$ cat src/rtl/keyboard_interrupt_unit_cfg.svh
// Register map, field positions and reset values of the keypad wake unit
`ifndef KEYBOARD_INTERRUPT_UNIT_CFG_SVH
`define KEYBOARD_INTERRUPT_UNIT_CFG_SVH

`define KEY_STATUS_CONTROL_OFFSET 12'h000
`define KEY_PIN_ENABLE_OFFSET 12'h004
`define KEY_PIN_POLARITY_OFFSET 12'h008

`define SENSITIVITY_SELECT_BIT 0
`define REQUEST_MASK_BIT 1
`define REQUEST_ACKNOWLEDGE_BIT 2
`define PENDING_FLAG_BIT 3

`define SENSITIVITY_SELECT_RESET 1'b0
`define REQUEST_MASK_RESET 1'b0
`define KEY_PIN_ENABLE_RESET 8'h00
`define KEY_PIN_POLARITY_RESET 8'h00

`endif

$ cat src/rtl/keyboard_interrupt_unit_pkg.sv
// Shared types of the keypad wake unit
package keyboard_interrupt_unit_pkg;

    typedef logic [31:0] apb_word_t;

    typedef enum logic [1:0] {
        SEL_NONE,
        SEL_STATUS,
        SEL_ENABLE,
        SEL_POLARITY
    } reg_sel_t;

    typedef enum logic {
        SENSE_EDGE,
        SENSE_EDGE_LEVEL
    } sense_t;

endpackage : keyboard_interrupt_unit_pkg

$ cat src/rtl/keyboard_interrupt_unit.sv
// Keypad wake unit: APB registers, pin detection and shared request latch
`timescale 1ns/1ps
`include "keyboard_interrupt_unit_cfg.svh"
module keyboard_interrupt_unit
#(
    parameter int NUM_PINS = 5,
    parameter int ADDR_W = 12
)
(
    input wire logic CLOCK,
    input wire logic RST_B,
    input wire logic PSEL,
    input wire logic PENABLE,
    input wire logic PWRITE,
    input wire logic [ADDR_W-1:0] PADDR,
    input wire keyboard_interrupt_unit_pkg::apb_word_t PWDATA,
    input wire logic [3:0] PSTRB,
    output keyboard_interrupt_unit_pkg::apb_word_t PRDATA,
    output logic PREADY,
    output logic PSLVERR,
    input wire logic [NUM_PINS-1:0] KEYPAD_INPUT_PINS,
    input wire logic [NUM_PINS-1:0] PORT_DIR,
    input wire logic VECTOR_FETCH,
    input wire logic BREAK_STATE,
    input wire logic BREAK_CLEAR_ENABLE,
    output logic KEY_IRQ,
    output logic [NUM_PINS-1:0] PULLUP_EN,
    output logic [NUM_PINS-1:0] PULLDOWN_EN,
    output logic [NUM_PINS-1:0] PIN_DRIVE_EN
);
    import keyboard_interrupt_unit_pkg::*;

    sense_t sensitivity_select;
    logic request_mask;
    logic [NUM_PINS-1:0] pin_enable_bits;
    logic [NUM_PINS-1:0] pin_polarity_bits;
    logic [NUM_PINS-1:0] synced;
    logic [NUM_PINS-1:0] asserted;
    logic any_asserted;
    logic any_prev;
    logic key_latch;
    logic pending_flag;
    logic set_event;
    logic clear_allowed;
    logic acknowledge;
    logic ack_write;
    logic bus_write;
    logic lane0_write;
    reg_sel_t reg_sel;
    apb_word_t next_rdata;

    // Per-pin synchroniser and detector
    genvar g;
    generate
        for (g = 0; g < NUM_PINS; g++)
        begin : g_pin
            pin_sync u_sync
            (
                .clk(CLOCK),
                .rst_b(RST_B),
                .d(KEYPAD_INPUT_PINS[g]),
                .q(synced[g])
            );
            key_pin_channel u_chan
            (
                .clk(CLOCK),
                .rst_b(RST_B),
                .level(synced[g]),
                .enable(pin_enable_bits[g]),
                .polarity(pin_polarity_bits[g]),
                .asserted(asserted[g]),
                .pull_up(PULLUP_EN[g]),
                .pull_down(PULLDOWN_EN[g])
            );
        end
    endgenerate

    // Address decode, one aligned word per register
    always_comb
    begin
        case (PADDR)
            `KEY_STATUS_CONTROL_OFFSET: reg_sel = SEL_STATUS;
            `KEY_PIN_ENABLE_OFFSET: reg_sel = SEL_ENABLE;
            `KEY_PIN_POLARITY_OFFSET: reg_sel = SEL_POLARITY;
            default: reg_sel = SEL_NONE;
        endcase
    end

    // Zero wait states; unmapped addresses answer with an error
    assign PREADY = 1'b1;
    assign PSLVERR = PSEL & PENABLE & (reg_sel == SEL_NONE);
    assign bus_write = PSEL & PENABLE & PWRITE;
    // All registers live in byte lane 0
    assign lane0_write = bus_write & PSTRB[0];

    always_ff @(posedge CLOCK or negedge RST_B)
    begin
        if (!RST_B)
        begin
            sensitivity_select <= SENSE_EDGE;
            request_mask <= `REQUEST_MASK_RESET;
        end
        else if (lane0_write && reg_sel == SEL_STATUS)
        begin
            sensitivity_select <=
                sense_t'(PWDATA[`SENSITIVITY_SELECT_BIT]);
            request_mask <= PWDATA[`REQUEST_MASK_BIT];
        end
    end

    always_ff @(posedge CLOCK or negedge RST_B)
    begin
        if (!RST_B)
            pin_enable_bits <= NUM_PINS'(`KEY_PIN_ENABLE_RESET);
        else if (lane0_write && reg_sel == SEL_ENABLE)
            pin_enable_bits <= PWDATA[NUM_PINS-1:0];
    end

    always_ff @(posedge CLOCK or negedge RST_B)
    begin
        if (!RST_B)
            pin_polarity_bits <= NUM_PINS'(`KEY_PIN_POLARITY_RESET);
        else if (lane0_write && reg_sel == SEL_POLARITY)
            pin_polarity_bits <= PWDATA[NUM_PINS-1:0];
    end

    // Read data sampled in the setup cycle, held through the access
    always_comb
    begin
        next_rdata = '0;
        case (reg_sel)
            SEL_STATUS:
            begin
                next_rdata[`PENDING_FLAG_BIT] = pending_flag;
                next_rdata[`REQUEST_MASK_BIT] = request_mask;
                next_rdata[`SENSITIVITY_SELECT_BIT] =
                    sensitivity_select;
            end
            SEL_ENABLE: next_rdata[NUM_PINS-1:0] = pin_enable_bits;
            SEL_POLARITY: next_rdata[NUM_PINS-1:0] = pin_polarity_bits;
            default: next_rdata = '0;
        endcase
    end

    always_ff @(posedge CLOCK or negedge RST_B)
    begin
        if (!RST_B)
            PRDATA <= '0;
        else if (PSEL && !PENABLE && !PWRITE)
            PRDATA <= next_rdata;
    end

    // Acknowledge from software write or vector fetch
    assign ack_write = lane0_write && reg_sel == SEL_STATUS &&
        PWDATA[`REQUEST_ACKNOWLEDGE_BIT];
    // Break protects the latch unless clear-enable is set; a clear made
    // then holds until the next rising edge of the OR of all inputs sets the latch again
    assign clear_allowed = ~BREAK_STATE | BREAK_CLEAR_ENABLE;
    assign acknowledge = (ack_write | VECTOR_FETCH) & clear_allowed;

    // The OR of all inputs is edge detected, so a second pin going active
    // while another is still asserted makes no new edge
    assign any_asserted = |asserted;
    assign set_event = any_asserted & ~any_prev;

    always_ff @(posedge CLOCK or negedge RST_B)
    begin
        if (!RST_B)
            any_prev <= 1'b0;
        else
            any_prev <= any_asserted;
    end

    // Set wins over a clear in the same cycle so no edge is lost
    always_ff @(posedge CLOCK or negedge RST_B)
    begin
        if (!RST_B)
            key_latch <= 1'b0;
        else if (set_event)
            key_latch <= 1'b1;
        else if (acknowledge)
            key_latch <= 1'b0;
    end

    // Level term keeps the request alive until all inputs deassert
    assign pending_flag = key_latch |
        ((sensitivity_select == SENSE_EDGE_LEVEL) & any_asserted);

    // Same output serves as wake request in wait and stop
    always_ff @(posedge CLOCK or negedge RST_B)
    begin
        if (!RST_B)
            KEY_IRQ <= 1'b0;
        else
            KEY_IRQ <= pending_flag & ~request_mask;
    end

    // Enabled pins never drive, whatever the direction bit says
    always_ff @(posedge CLOCK or negedge RST_B)
    begin
        if (!RST_B)
            PIN_DRIVE_EN <= '0;
        else
            PIN_DRIVE_EN <= PORT_DIR & ~pin_enable_bits;
    end

endmodule : keyboard_interrupt_unit

$ cat src/rtl/pin_sync.sv
// Two-flop synchroniser for one keypad input pin
`timescale 1ns/1ps
module pin_sync
(
    input wire logic clk,
    input wire logic rst_b,
    input wire logic d,
    output logic q
);
    logic meta;

    // First stage feeds only the second stage
    always_ff @(posedge clk or negedge rst_b)
    begin
        if (!rst_b)
        begin
            meta <= 1'b0;
            q <= 1'b0;
        end
        else
        begin
            meta <= d;
            q <= meta;
        end
    end
endmodule : pin_sync

$ cat src/rtl/key_pin_channel.sv
// Per-pin assertion decode and pull device selection
`timescale 1ns/1ps
module key_pin_channel
(
    input wire logic clk,
    input wire logic rst_b,
    input wire logic level,
    input wire logic enable,
    input wire logic polarity,
    output logic asserted,
    output logic pull_up,
    output logic pull_down
);
    // Polarity one asserts on high level, zero on low level
    assign asserted = enable & (level == polarity);

    always_ff @(posedge clk or negedge rst_b)
    begin
        if (!rst_b)
        begin
            pull_up <= 1'b0;
            pull_down <= 1'b0;
        end
        else
        begin
            pull_up <= enable & ~polarity;
            pull_down <= enable & polarity;
        end
    end
endmodule : key_pin_channel

$ cat config.mk
export PLATFORM = sky130hd
export DESIGN_NAME = keyboard_interrupt_unit
export DESIGN_NICKNAME = d
export VERILOG_FILES = /design/src/rtl/keyboard_interrupt_unit_pkg.sv /design/src/rtl/keyboard_interrupt_unit.sv /design/src/rtl/pin_sync.sv /design/src/rtl/key_pin_channel.sv
export VERILOG_INCLUDE_DIRS = /design/src /design/src/rtl
export SDC_FILE = /design/constraint.sdc
export NUM_CORES = 1
export LEC_CHECK = 0
export BUFFER_PORTS_ARGS = -buffer_cell sky130_fd_sc_hd__buf_2
export CAP_MARGIN = 25
export CORE_MARGIN = 5
export CORE_UTILIZATION = 44
export CTS_CLUSTER_SIZE = 10
export DETAILED_ROUTE_END_ITERATION = 16
export GPL_TIMING_DRIVEN = 0
export HOLD_SLACK_MARGIN = 0.1
export PLACE_DENSITY = 0.87
export SLEW_MARGIN = 40
export SYNTH_ARGS = -nofsm -noshare
export SYNTH_HDL_FRONTEND = slang
export SYNTH_SLANG_ARGS = --single-unit
$ cat constraint.sdc
create_clock -name CLOCK -period 1.68 [get_ports CLOCK]
set_clock_uncertainty 0.2 [all_clocks]
set_input_delay 0.168 -clock CLOCK [delete_from_list [all_inputs] [get_ports CLOCK]]
set_output_delay 0.168 -clock CLOCK [all_outputs]
set_load 0.05 [all_outputs]
# --- Word-level counts from Yosys, hierarchy flattened ---
# Cells that the tools add are included.
totals:
  reg_bits: 45
  in_bits: 66
  wordCells: 94
classes:
  n_eq_ne: 10
  muxes: 7
  n_bitwise: 36
  reduce_logical: 12
op_table:
  columns: ["operator", "n"]
  rows:
  - ["bitwise AND 1 bit", 23]
  - ["== test 12 x 3 -> 1 bit (second input constant)", 1]
  - ["== test 12 x 4 -> 1 bit (second input constant)", 1]
  - ["zero test 12 bit", 1]
  - ["case mux 2 bit (3 select lines)", 2]
  - ["inverter 1 bit", 8]
  - ["logical AND 1 bit", 6]
  - ["bitwise AND 5 bit", 1]
  - ["== test 1 bit", 5]
  - ["inverter 5 bit", 1]
  - ["OR reduction 5 bit", 1]
  - ["== test 2 bit (second input constant)", 2]
  - ["case mux 1 bit (2 select lines)", 2]
  - ["bitwise OR 1 bit", 3]
  - ["case mux 1 bit (3 select lines)", 1]
  - ["== test 2 x 1 -> 1 bit (second input constant)", 1]
  - ["zero test 1 bit", 2]
  - ["zero test 2 bit", 1]
  - ["two-way mux 1 bit", 2]
  - ["nonzero test 2 bit", 1]

# --- Longest topological paths before layout ---
# Gate-level depths: netlist (run 1).
depth:
  depth_word: 9
  mapped_depth: 6

# --- By module ---
# From an unflattened synthesis (run 1), not the netlist that was laid out.
unflattened:
  cells_unflattened: 163
  hier_area_um2: 2057.0
by_module_without_submodules:
  columns: ["mod", "n_inst", "cells_each", "area_per_inst_um2", "seq_area_each_um2"]
  rows:
  - ["keyboard_interrupt_unit", 1, 123, 1400.1, 625.6]
  - ["key_pin_channel", 5, 6, 81.3, 50.0]
  - ["pin_sync", 5, 2, 50.0, 50.0]

# --- Worst setup path after synthesis (run 1) ---
# No wires, ideal clock.
synth_path:
  kind: "in2reg"
  startpoint: "in PADDR[1]"
  endpoint: "reg request_mask"
  arrival_time_ns: 1.529
  slack_ns: -0.174
  stages: 4
  n_path_buf: 0
  cell_sequence: "nor4_2 -> nand3_2 -> or4_4 -> mux2_4"
synth_between:
  elab_chain_len: 4
  word_cells_on_any_way: 6
  classes_between: "3 x eq/ne; 1 x mux; 2 x reduce/logical"
synth_rtl:
  columns: ["element", "line", "text"]
  rows:
  - ["start, declared", "keyboard_interrupt_unit.sv:15", "input wire logic [ADDR_W-1:0] PADDR,"]
  - ["== test 12 x 4 -> 1 bit, or another cell as far along", "keyboard_interrupt_unit.sv:81", "case (PADDR)"]
  - ["case mux 2 bit (3 select lines) (*)", "keyboard_interrupt_unit.sv:81", null]
  - ["== test 2 x 1 -> 1 bit (*)", "keyboard_interrupt_unit.sv:103", "else if (lane0_write && reg_sel == SEL_STATUS)"]
  - ["logical AND 1 bit (*)", "keyboard_interrupt_unit.sv:103", null]
  - ["end signal, assigned", "keyboard_interrupt_unit.sv:101", "request_mask <= `REQUEST_MASK_RESET;"]
  - ["end signal, assigned", "keyboard_interrupt_unit.sv:107", "request_mask <= PWDATA[`REQUEST_MASK_BIT];"]
  - ["end, declared", "keyboard_interrupt_unit.sv:34", "logic request_mask;"]
# Every way passes the cells marked *; elsewhere a longest branch is shown, timed or not.
# A chain may end at the register's enable or synchronous reset.

# --- Final worst setup path (run 1) ---
layout_path:
  startpoint: "reg pin_polarity_bits[0]"
  endpoint: "reg KEY_IRQ"
layout_between:
  elab_chain_len: 6
layout_rtl:
  columns: ["element", "line", "text"]
  rows:
  - ["start, declared", "keyboard_interrupt_unit.sv:36", "logic [NUM_PINS-1:0] pin_polarity_bits;"]
  - ["start signal, assigned", "keyboard_interrupt_unit.sv:122", "pin_polarity_bits <= NUM_PINS'(`KEY_PIN_POLARITY_RESET);"]
  - ["start signal, assigned", "keyboard_interrupt_unit.sv:124", "pin_polarity_bits <= PWDATA[NUM_PINS-1:0];"]
  - ["== test 1 bit", "key_pin_channel.sv:15", "assign asserted = enable & (level == polarity);"]
  - ["bitwise AND 1 bit", "key_pin_channel.sv:15", null]
  - ["OR reduction 5 bit", "keyboard_interrupt_unit.sv:163", "assign any_asserted = |asserted;"]
  - ["via any_asserted", "keyboard_interrupt_unit.sv:39", "logic any_asserted;"]
  - ["bitwise AND 1 bit", "keyboard_interrupt_unit.sv:187", "((sensitivity_select == SENSE_EDGE_LEVEL) & any_asserted);"]
  - ["bitwise OR 1 bit", "keyboard_interrupt_unit.sv:186", "assign pending_flag = key_latch |"]
  - ["bitwise AND 1 bit", "keyboard_interrupt_unit.sv:195", "KEY_IRQ <= pending_flag & ~request_mask;"]
  - ["end signal, assigned", "keyboard_interrupt_unit.sv:195", null]
  - ["end, declared", "keyboard_interrupt_unit.sv:26", "output logic KEY_IRQ,"]
# The timed path passes the listed nets, and every way through them passes these cells.

==> results of run 1 <==
## repair_timing
action                     CTS  global route
hold endpoints to repair    72             0
hold buffers                20             0
cloned                       0             0
setup endpoints to repair    5            16
resized for setup            1             4
pin swaps                    3             4
setup buffers                2             3
## power by group
group          leakage, nW  internal (mW)  switching [mW]  total (mW)
logic                0.890          0.124           0.244       0.368
clock network       0.0374          0.293           0.352       0.645
registers            0.592           1.10         0.00625        1.11
## per-stage QoR
| step | hold slack, ns | TNS (ns) | instance area (µm²) |
|---|---|---|---|
| global route | 0.169 | -0.164 | 2850 |
| detailed placement | -0.00120 | -3.81 | 2510 |
| finish | 0.151 | 0 | 2850 |
| floorplan | -0.328 | -0.101 | 2170 |
| global placement | 0.0767 | -3.37 | 2510 |
| CTS | 0.158 | -0.0223 | 2820 |
## cells in the mapped netlist, types with 3 or more instances
| cell | n | area (µm²) |
|---|---|---|
| dfrtp_1 | 45 | 1130 |
| buf_4 | 38 | 285 |
| nor2b_1 | 12 | 75.1 |
| mux2_2 | 10 | 113 |
| nand2_1 | 9 | 33.8 |
| nor2_1 | 9 | 33.8 |
| a21oi_1 | 5 | 25.0 |
| and2_1 | 5 | 31.3 |
| xnor2_1 | 5 | 43.8 |
| a22oi_1 | 4 | 30.0 |
| o31ai_1 | 4 | 30.0 |
| mux2i_1 | 3 | 30.0 |
## cell usage in the layout, fill, tap and decap left out, types with 2 or more instances in the layout
| cell | netlist | layout |
|---|---|---|
| inv_1 | 2 | 2 |
| mux2_2 | 10 | 10 |
| nor4_4 | 1 | 3 |
| nand2_1 | 9 | 9 |
| clkbuf_1 | 2 | 3 |
| xnor2_1 | 5 | 5 |
| mux2i_1 | 3 | 3 |
| o31ai_1 | 4 | 4 |
| a21oi_1 | 5 | 4 |
| nor2_1 | 9 | 9 |
| buf_2 | 0 | 54 |
| a22oi_1 | 4 | 4 |
| dlygate4sd3_1 | 0 | 19 |
| dfrtp_1 | 45 | 44 |
| conb_1 | 2 | 28 |
| and2_1 | 5 | 5 |
| clkbuf_8 | 0 | 5 |
| clkinvlp_4 | 0 | 2 |
| mux2_4 | 2 | 2 |
| buf_4 | 38 | 44 |
| nor2b_1 | 12 | 12 |
## sequential cells by signal, summed over array words and instances (netlist names)
signal	cells
PIN_DRIVE_EN	5
PRDATA	5
g_pin.u_chan.pull_down	5
g_pin.u_chan.pull_up	5
g_pin.u_sync.meta	5
g_pin.u_sync.q	5
pin_enable_bits	5
pin_polarity_bits	5
KEY_IRQ	1
any_prev	1
key_latch	1
request_mask	1
sensitivity_select	1
## final timing paths
| check | start | to | slack [ns] |
|---|---|---|---|
| max | pin_polarity_bits[0]$_DFFE_PN0P_ | KEY_IRQ$_DFF_PN0_ | 0.02 |
| min | PADDR[8] | PRDATA[3]$_DFFE_PN0P_ | 0.15 |
| max reg2reg | pin_polarity_bits[0]$_DFFE_PN0P_ | KEY_IRQ$_DFF_PN0_ | 0.02 |
| min reg2reg | g_pin[0].u_sync.meta$_DFF_PN0_ | g_pin[0].u_sync.q$_DFF_PN0_ | 0.15 |
| max in group asynchronous | RST_B | pin_polarity_bits[0]$_DFFE_PN0P_ | 0.68 |
| min in group asynchronous | RST_B | g_pin[1].u_chan.pull_up$_DFF_PN0_ | 0.20 |
## cells by family after synthesis
group	synth area share, %
simple gates	13.9
buf+inv	14.7
mux	8.44
other cells	0.367
compound gates	5.50
xor+xnor	2.14
flops	55.0
## metal layers
metal  up-vias  GRT usage [%]
met1       675           15.2
met5         -              0
met4         0           5.07
met2        51           24.8
met3         7           4.00
li1        730              -
## layout make-up
| class | instances | area share (%) |
|---|---|---|
| Timing Repair Buffer | 80 | 18.2 |
| Tap cell | 52 | 2.28 |
| Inverter | 2 | 0.264 |
| Sequential cell | 45 | 39.6 |
| Clock inverter | 2 | 0.527 |
| Buffer | 40 | 10.3 |
| Clock buffer | 6 | 2.55 |
| Multi-Input combinational cell | 109 | 26.4 |
## critical path, delay by kind of cell (launching register included)
kind | cells | cell delay (ns)
AO/OA/AOI/OAI | 2 | 0.55
XOR/XNOR | 1 | 0.13
flip-flops | 1 | 0.43
AND/OR/NAND/NOR | 2 | 0.24
==> out/metrics.csv, run 1 <==
metric,value,unit
clk_latency,0.29,ns
max_freq,0.603,GHz
min_path_type,input pin to register,
wl_met2,2210,µm
ys_seq_area_share,55.0,%
tightest_slew,0.553,ns
grt_overflow,0,
rows,24,
start_util,46.1,%
via_per_inst,4.35,
core_area,4440,µm²
avgSynthCellArea,12.0,µm²
fin_ws,0.0219,ns
fin_util,64.1,%
cts.htree.levels,2,
die_w,78.2,µm
leakage,1.52,nW
clockBufferDepth,2,
finalSetupViolCount,0,
die_y,78.2,µm
ys.flop_type,dfrtp_1,
max_stage_delay,0.43,ns
drt_iter0_markers,68,
end_kind,register,
dp_slack,-0.313,ns
path_clk_slew,0.08,ns
dr.max_layer_used,met4,
async_flop_share,100,%
multi_input_area,751,µm²
grt_pass1_vias,1492,
ant_nets,0,
vdd_ir_drop_max,0.000593,V
antenna_found_initial,0,
cp-start-kind,register,
die_area,6120,µm²
io_buffer_count,55,
syn_inst,170,
diodes,0,
cts_tree,built,
drc_errors,0,
crit_required,1.67,ns
synth_cell_type_count,28,
met3_length,304,µm
synthToLayoutAreaGrowth,39.2,%
fin_crit_sh,98.7,%
place_hpwl,3060,µm
firstDrtPassIters,5,
vias,1463,
cts_buffers,5,
register_area,1130,µm²
rsz0062_at_grt,yes,
cp_slowest_cell,dfrtp_2,
cts_root_buffer,clkbuf_8,
track_usage,13.7,%
layout-drive-gt1-share,44.4,%
routedWlPerCell,12.4,µm
cp.arrival,1.65,ns
wl_met1,1580,µm
wirelength,4160,µm
ys_ff_latch,45,
slew_headroom,63.2,%
fin_cells,336,
hold_viol_final,0,
gp_congestion,0.783,
hold_depth,6,
dp_cells,303,
cts_sinks,45,
path_max_fanout,4,
nets,349,
grt_pass1_wl,6670,µm
reg2reg_depth,5,
slew_viol_final,0,
fillerInstances,359,
synth_edf_count,0,
post-route-min-period,1.66,ns
power.density,744,nW/µm²
syn_area,2050,µm²
io-pin-count,116,
yosysWarningCount,0,
finalPower,2.12,mW
status,completed,
path_cells,"xnor2_1, a222oi_1, nand2_1, a21oi_1, nor2_1",
cap_viol_max_count,0,
grt_max_degree,46,
worstSetupPathType,register to register,
Power figures use the tool's default switching activity.
==> run 2, diff against run 1 <==
--- a/config.mk
+++ b/config.mk
@@ -6,15 +6,15 @@
 export SDC_FILE = /design/constraint.sdc
 export NUM_CORES = 1
 export LEC_CHECK = 0
-export BUFFER_PORTS_ARGS = -buffer_cell sky130_fd_sc_hd__buf_2
 export CAP_MARGIN = 25
 export CORE_MARGIN = 5
-export CORE_UTILIZATION = 44
+export CORE_UTILIZATION = 50
 export CTS_CLUSTER_SIZE = 10
 export DETAILED_ROUTE_END_ITERATION = 16
+export DONT_BUFFER_PORTS = 1
 export GPL_TIMING_DRIVEN = 0
 export HOLD_SLACK_MARGIN = 0.1
-export PLACE_DENSITY = 0.87
+export PLACE_DENSITY = 0.72
 export SLEW_MARGIN = 40
 export SYNTH_ARGS = -nofsm -noshare
 export SYNTH_HDL_FRONTEND = slang
==> run 2 against run 1 <==
Against the previous run:
- the run now ends with negative hold slack left
- die area down 11%
- cell count down 18%
- worst setup slack better by 0.035 ns
- highest routed layer unchanged
- fmax up 2.1%
- core utilization is 0.36 points higher
- total power fell by 1.7%
- clock power is 0.9% higher
- critical path type is now input pin to register
- global-route usage increased by 0.90 points
- flip-flop and latch count unchanged
- sequential power about the same
- largest power group unchanged
- routed wire length decreased by 8.1%
==> out/metrics.csv, run 2 (synthesis results as in run 1) <==
metric,value,unit,change
cp.arrival,1.60,ns,-0.05 ns
finalSetupViolCount,0,,unchanged
grt_overflow,0,,unchanged
worst_r2r_startpoint,pin_polarity_bits[0]$_DFFE_PN0P_,,
hold_buffers,21,,+5.0%
clockBufferDepth,2,,unchanged
antenna_found_initial,0,,unchanged
synthToLayoutAreaGrowth,25.1,%,
max_freq,0.616,GHz,+2.1%
hold_ws,-0.0468,ns,-0.198 ns
status,"complete, but fails checks",,
tightest_slew,0.557,ns,+0.00474 ns
rsz0062_at_grt,yes,,
rows,23,,-4.2%
vias,1285,,-12%
cts_buffers,5,,unchanged
dp_cells,246,,-19%
slew_headroom,62.8,%,-0.36 points
diodes,0,,unchanged
leakage,1.28,nW,-16%
die_area,5470,µm²,-11%
place_hpwl,2930,µm,-4.5%
crit_end,key_latch$_DFFE_PN0P_,,
cap_viol_max_count,0,,unchanged
io_buffer_count,0,,-100%
gp_congestion,0.790,,+0.86%
grt_pass1_vias,1226,,-18%
reg2reg_depth,5,,unchanged
start_util,51.5,%,+5.5 points
end_kind,register,,
ant_nets,0,,unchanged
cts_tree,built,,
die_w,74.0,µm,-5.4%
violations,negative hold slack,,
path_max_fanout,2,,-2
crit_start,BREAK_STATE,,
vdd_ir_drop_max,0.000514,V,-13%
post-route-min-period,1.62,ns,-0.0348 ns
drc_errors,0,,unchanged
fin_cells,276,,-18%
cp-start-kind,input pin,,
cts_root_buffer,clkbuf_8,,
fin_crit_sh,96.6,%,-2.1 points
routedWlPerCell,13.9,µm,+12%
io-pin-count,116,,unchanged
layout-drive-gt1-share,29.6,%,-15 points
wirelength,3820,µm,-8.1%
via_per_inst,4.66,,+6.9%
slew_viol_final,0,,unchanged
grt_max_degree,46,,unchanged
firstDrtPassIters,5,,unchanged
grt_pass1_wl,5930,µm,-11%
power.density,814,nW/µm²,+9.4%
cts_sinks,45,,unchanged
layout_commonest_cell,dfrtp_1,,
core_area,3970,µm²,-11%
track_usage,14.6,%,+0.90 points
worstSetupPathType,input pin to register,,
path_clk_slew,0.08,ns,about the same
crit_required,1.65,ns,-0.02 ns
die_y,74.0,µm,-5.4%
r2r_end,PRDATA[3]$_DFFE_PN0P_,,
cts.htree.levels,2,,unchanged
nets,292,,-16%
hold_viol_final,4,,+4
fin_util,64.5,%,+0.36 points
min_path_type,input pin to register,,
rrSetupSlack,0.07,ns,+0.05 ns
most-common-layout-cells,"dfrtp_1 (44), buf_4 (40), conb_1 (28)",,
clk_latency,0.29,ns,about the same
drt_iter0_markers,53,,-22%
==> run 2: stage by stage <==
step / total power, mW / setup TNS (ns) / setup WS [ns] / cell area [µm²]
6_report: 2.08 / 0 / 0.0567 / 2560
5_1_grt: 2.17 / -0.0389 / -0.0252 / 2560
4_1_cts: 2.11 / 0 / 0.0278 / 2550
3_3_place_gp: 1.38 / -1.57 / -0.126 / 2230
3_5_place_dp: 1.39 / -2.03 / -0.173 / 2230
2_1_floorplan: 1.38 / -0.101 / -0.0507 / 2170
==> run 2: how the worst min path moves through the flow <==
stage	depth (start not counted)	from	end
after detailed placement	0	RST_B	pin_enable_bits[2]$_DFFE_PN0P_
after CTS	3	PADDR[8]	PRDATA[1]$_DFFE_PN0P_
after floorplan	0	RST_B	KEY_IRQ$_DFF_PN0_
after global routing	3	PADDR[8]	PRDATA[0]$_DFFE_PN0P_
after global placement	0	RST_B	g_pin[0].u_sync.meta$_DFF_PN0_
final	3	PADDR[8]	PRDATA[1]$_DFFE_PN0P_
==> run 2: layout make-up <==
type                    instances  area (µm²)
fillers                       326        1410
flip-flops and latches         45        1130
multi-input cells             109         746
plain buffers                  40         293
repair buffers                 23         238
clock buffers                   7        86.3
well taps                      50        62.6
inverters                       2        7.51
==> run 2: what timing repair did <==
item | in CTS | in global routing
gates cloned | 0 | 0
buffers inserted | 1 | 1
endpoints found under the setup margin | 1 | 3
pin swaps | 1 | 2
hold endpoints to repair | 73 | 5
gates resized for setup | 1 | 2
==> run 2: report_power, final <==
part	leakage, nW	switching, mW	internal (mW)
combinational	0.644	0.203	0.0997
clock	0.0443	0.325	0.326
sequential	0.592	0.0301	1.10
==> run 2: critical path, stage by stage <==
cell	delay, ns
dlygate4sd3_1	0.53
nand2b_1	0.11
nand2_1	0.05
dlygate4sd3_1	0.55
o211ai_1	0.10
o21ai_1	0.09
==> run 2: per-layer routing <==
layer,vias to the layer above,global-route usage [%],share of wire [%]
met5,-,0,0
met3,7,5.81,9.2
met1,619,15.6,35
met2,44,25.7,55
li1,615,-,-
met4,0,5.84,1.5
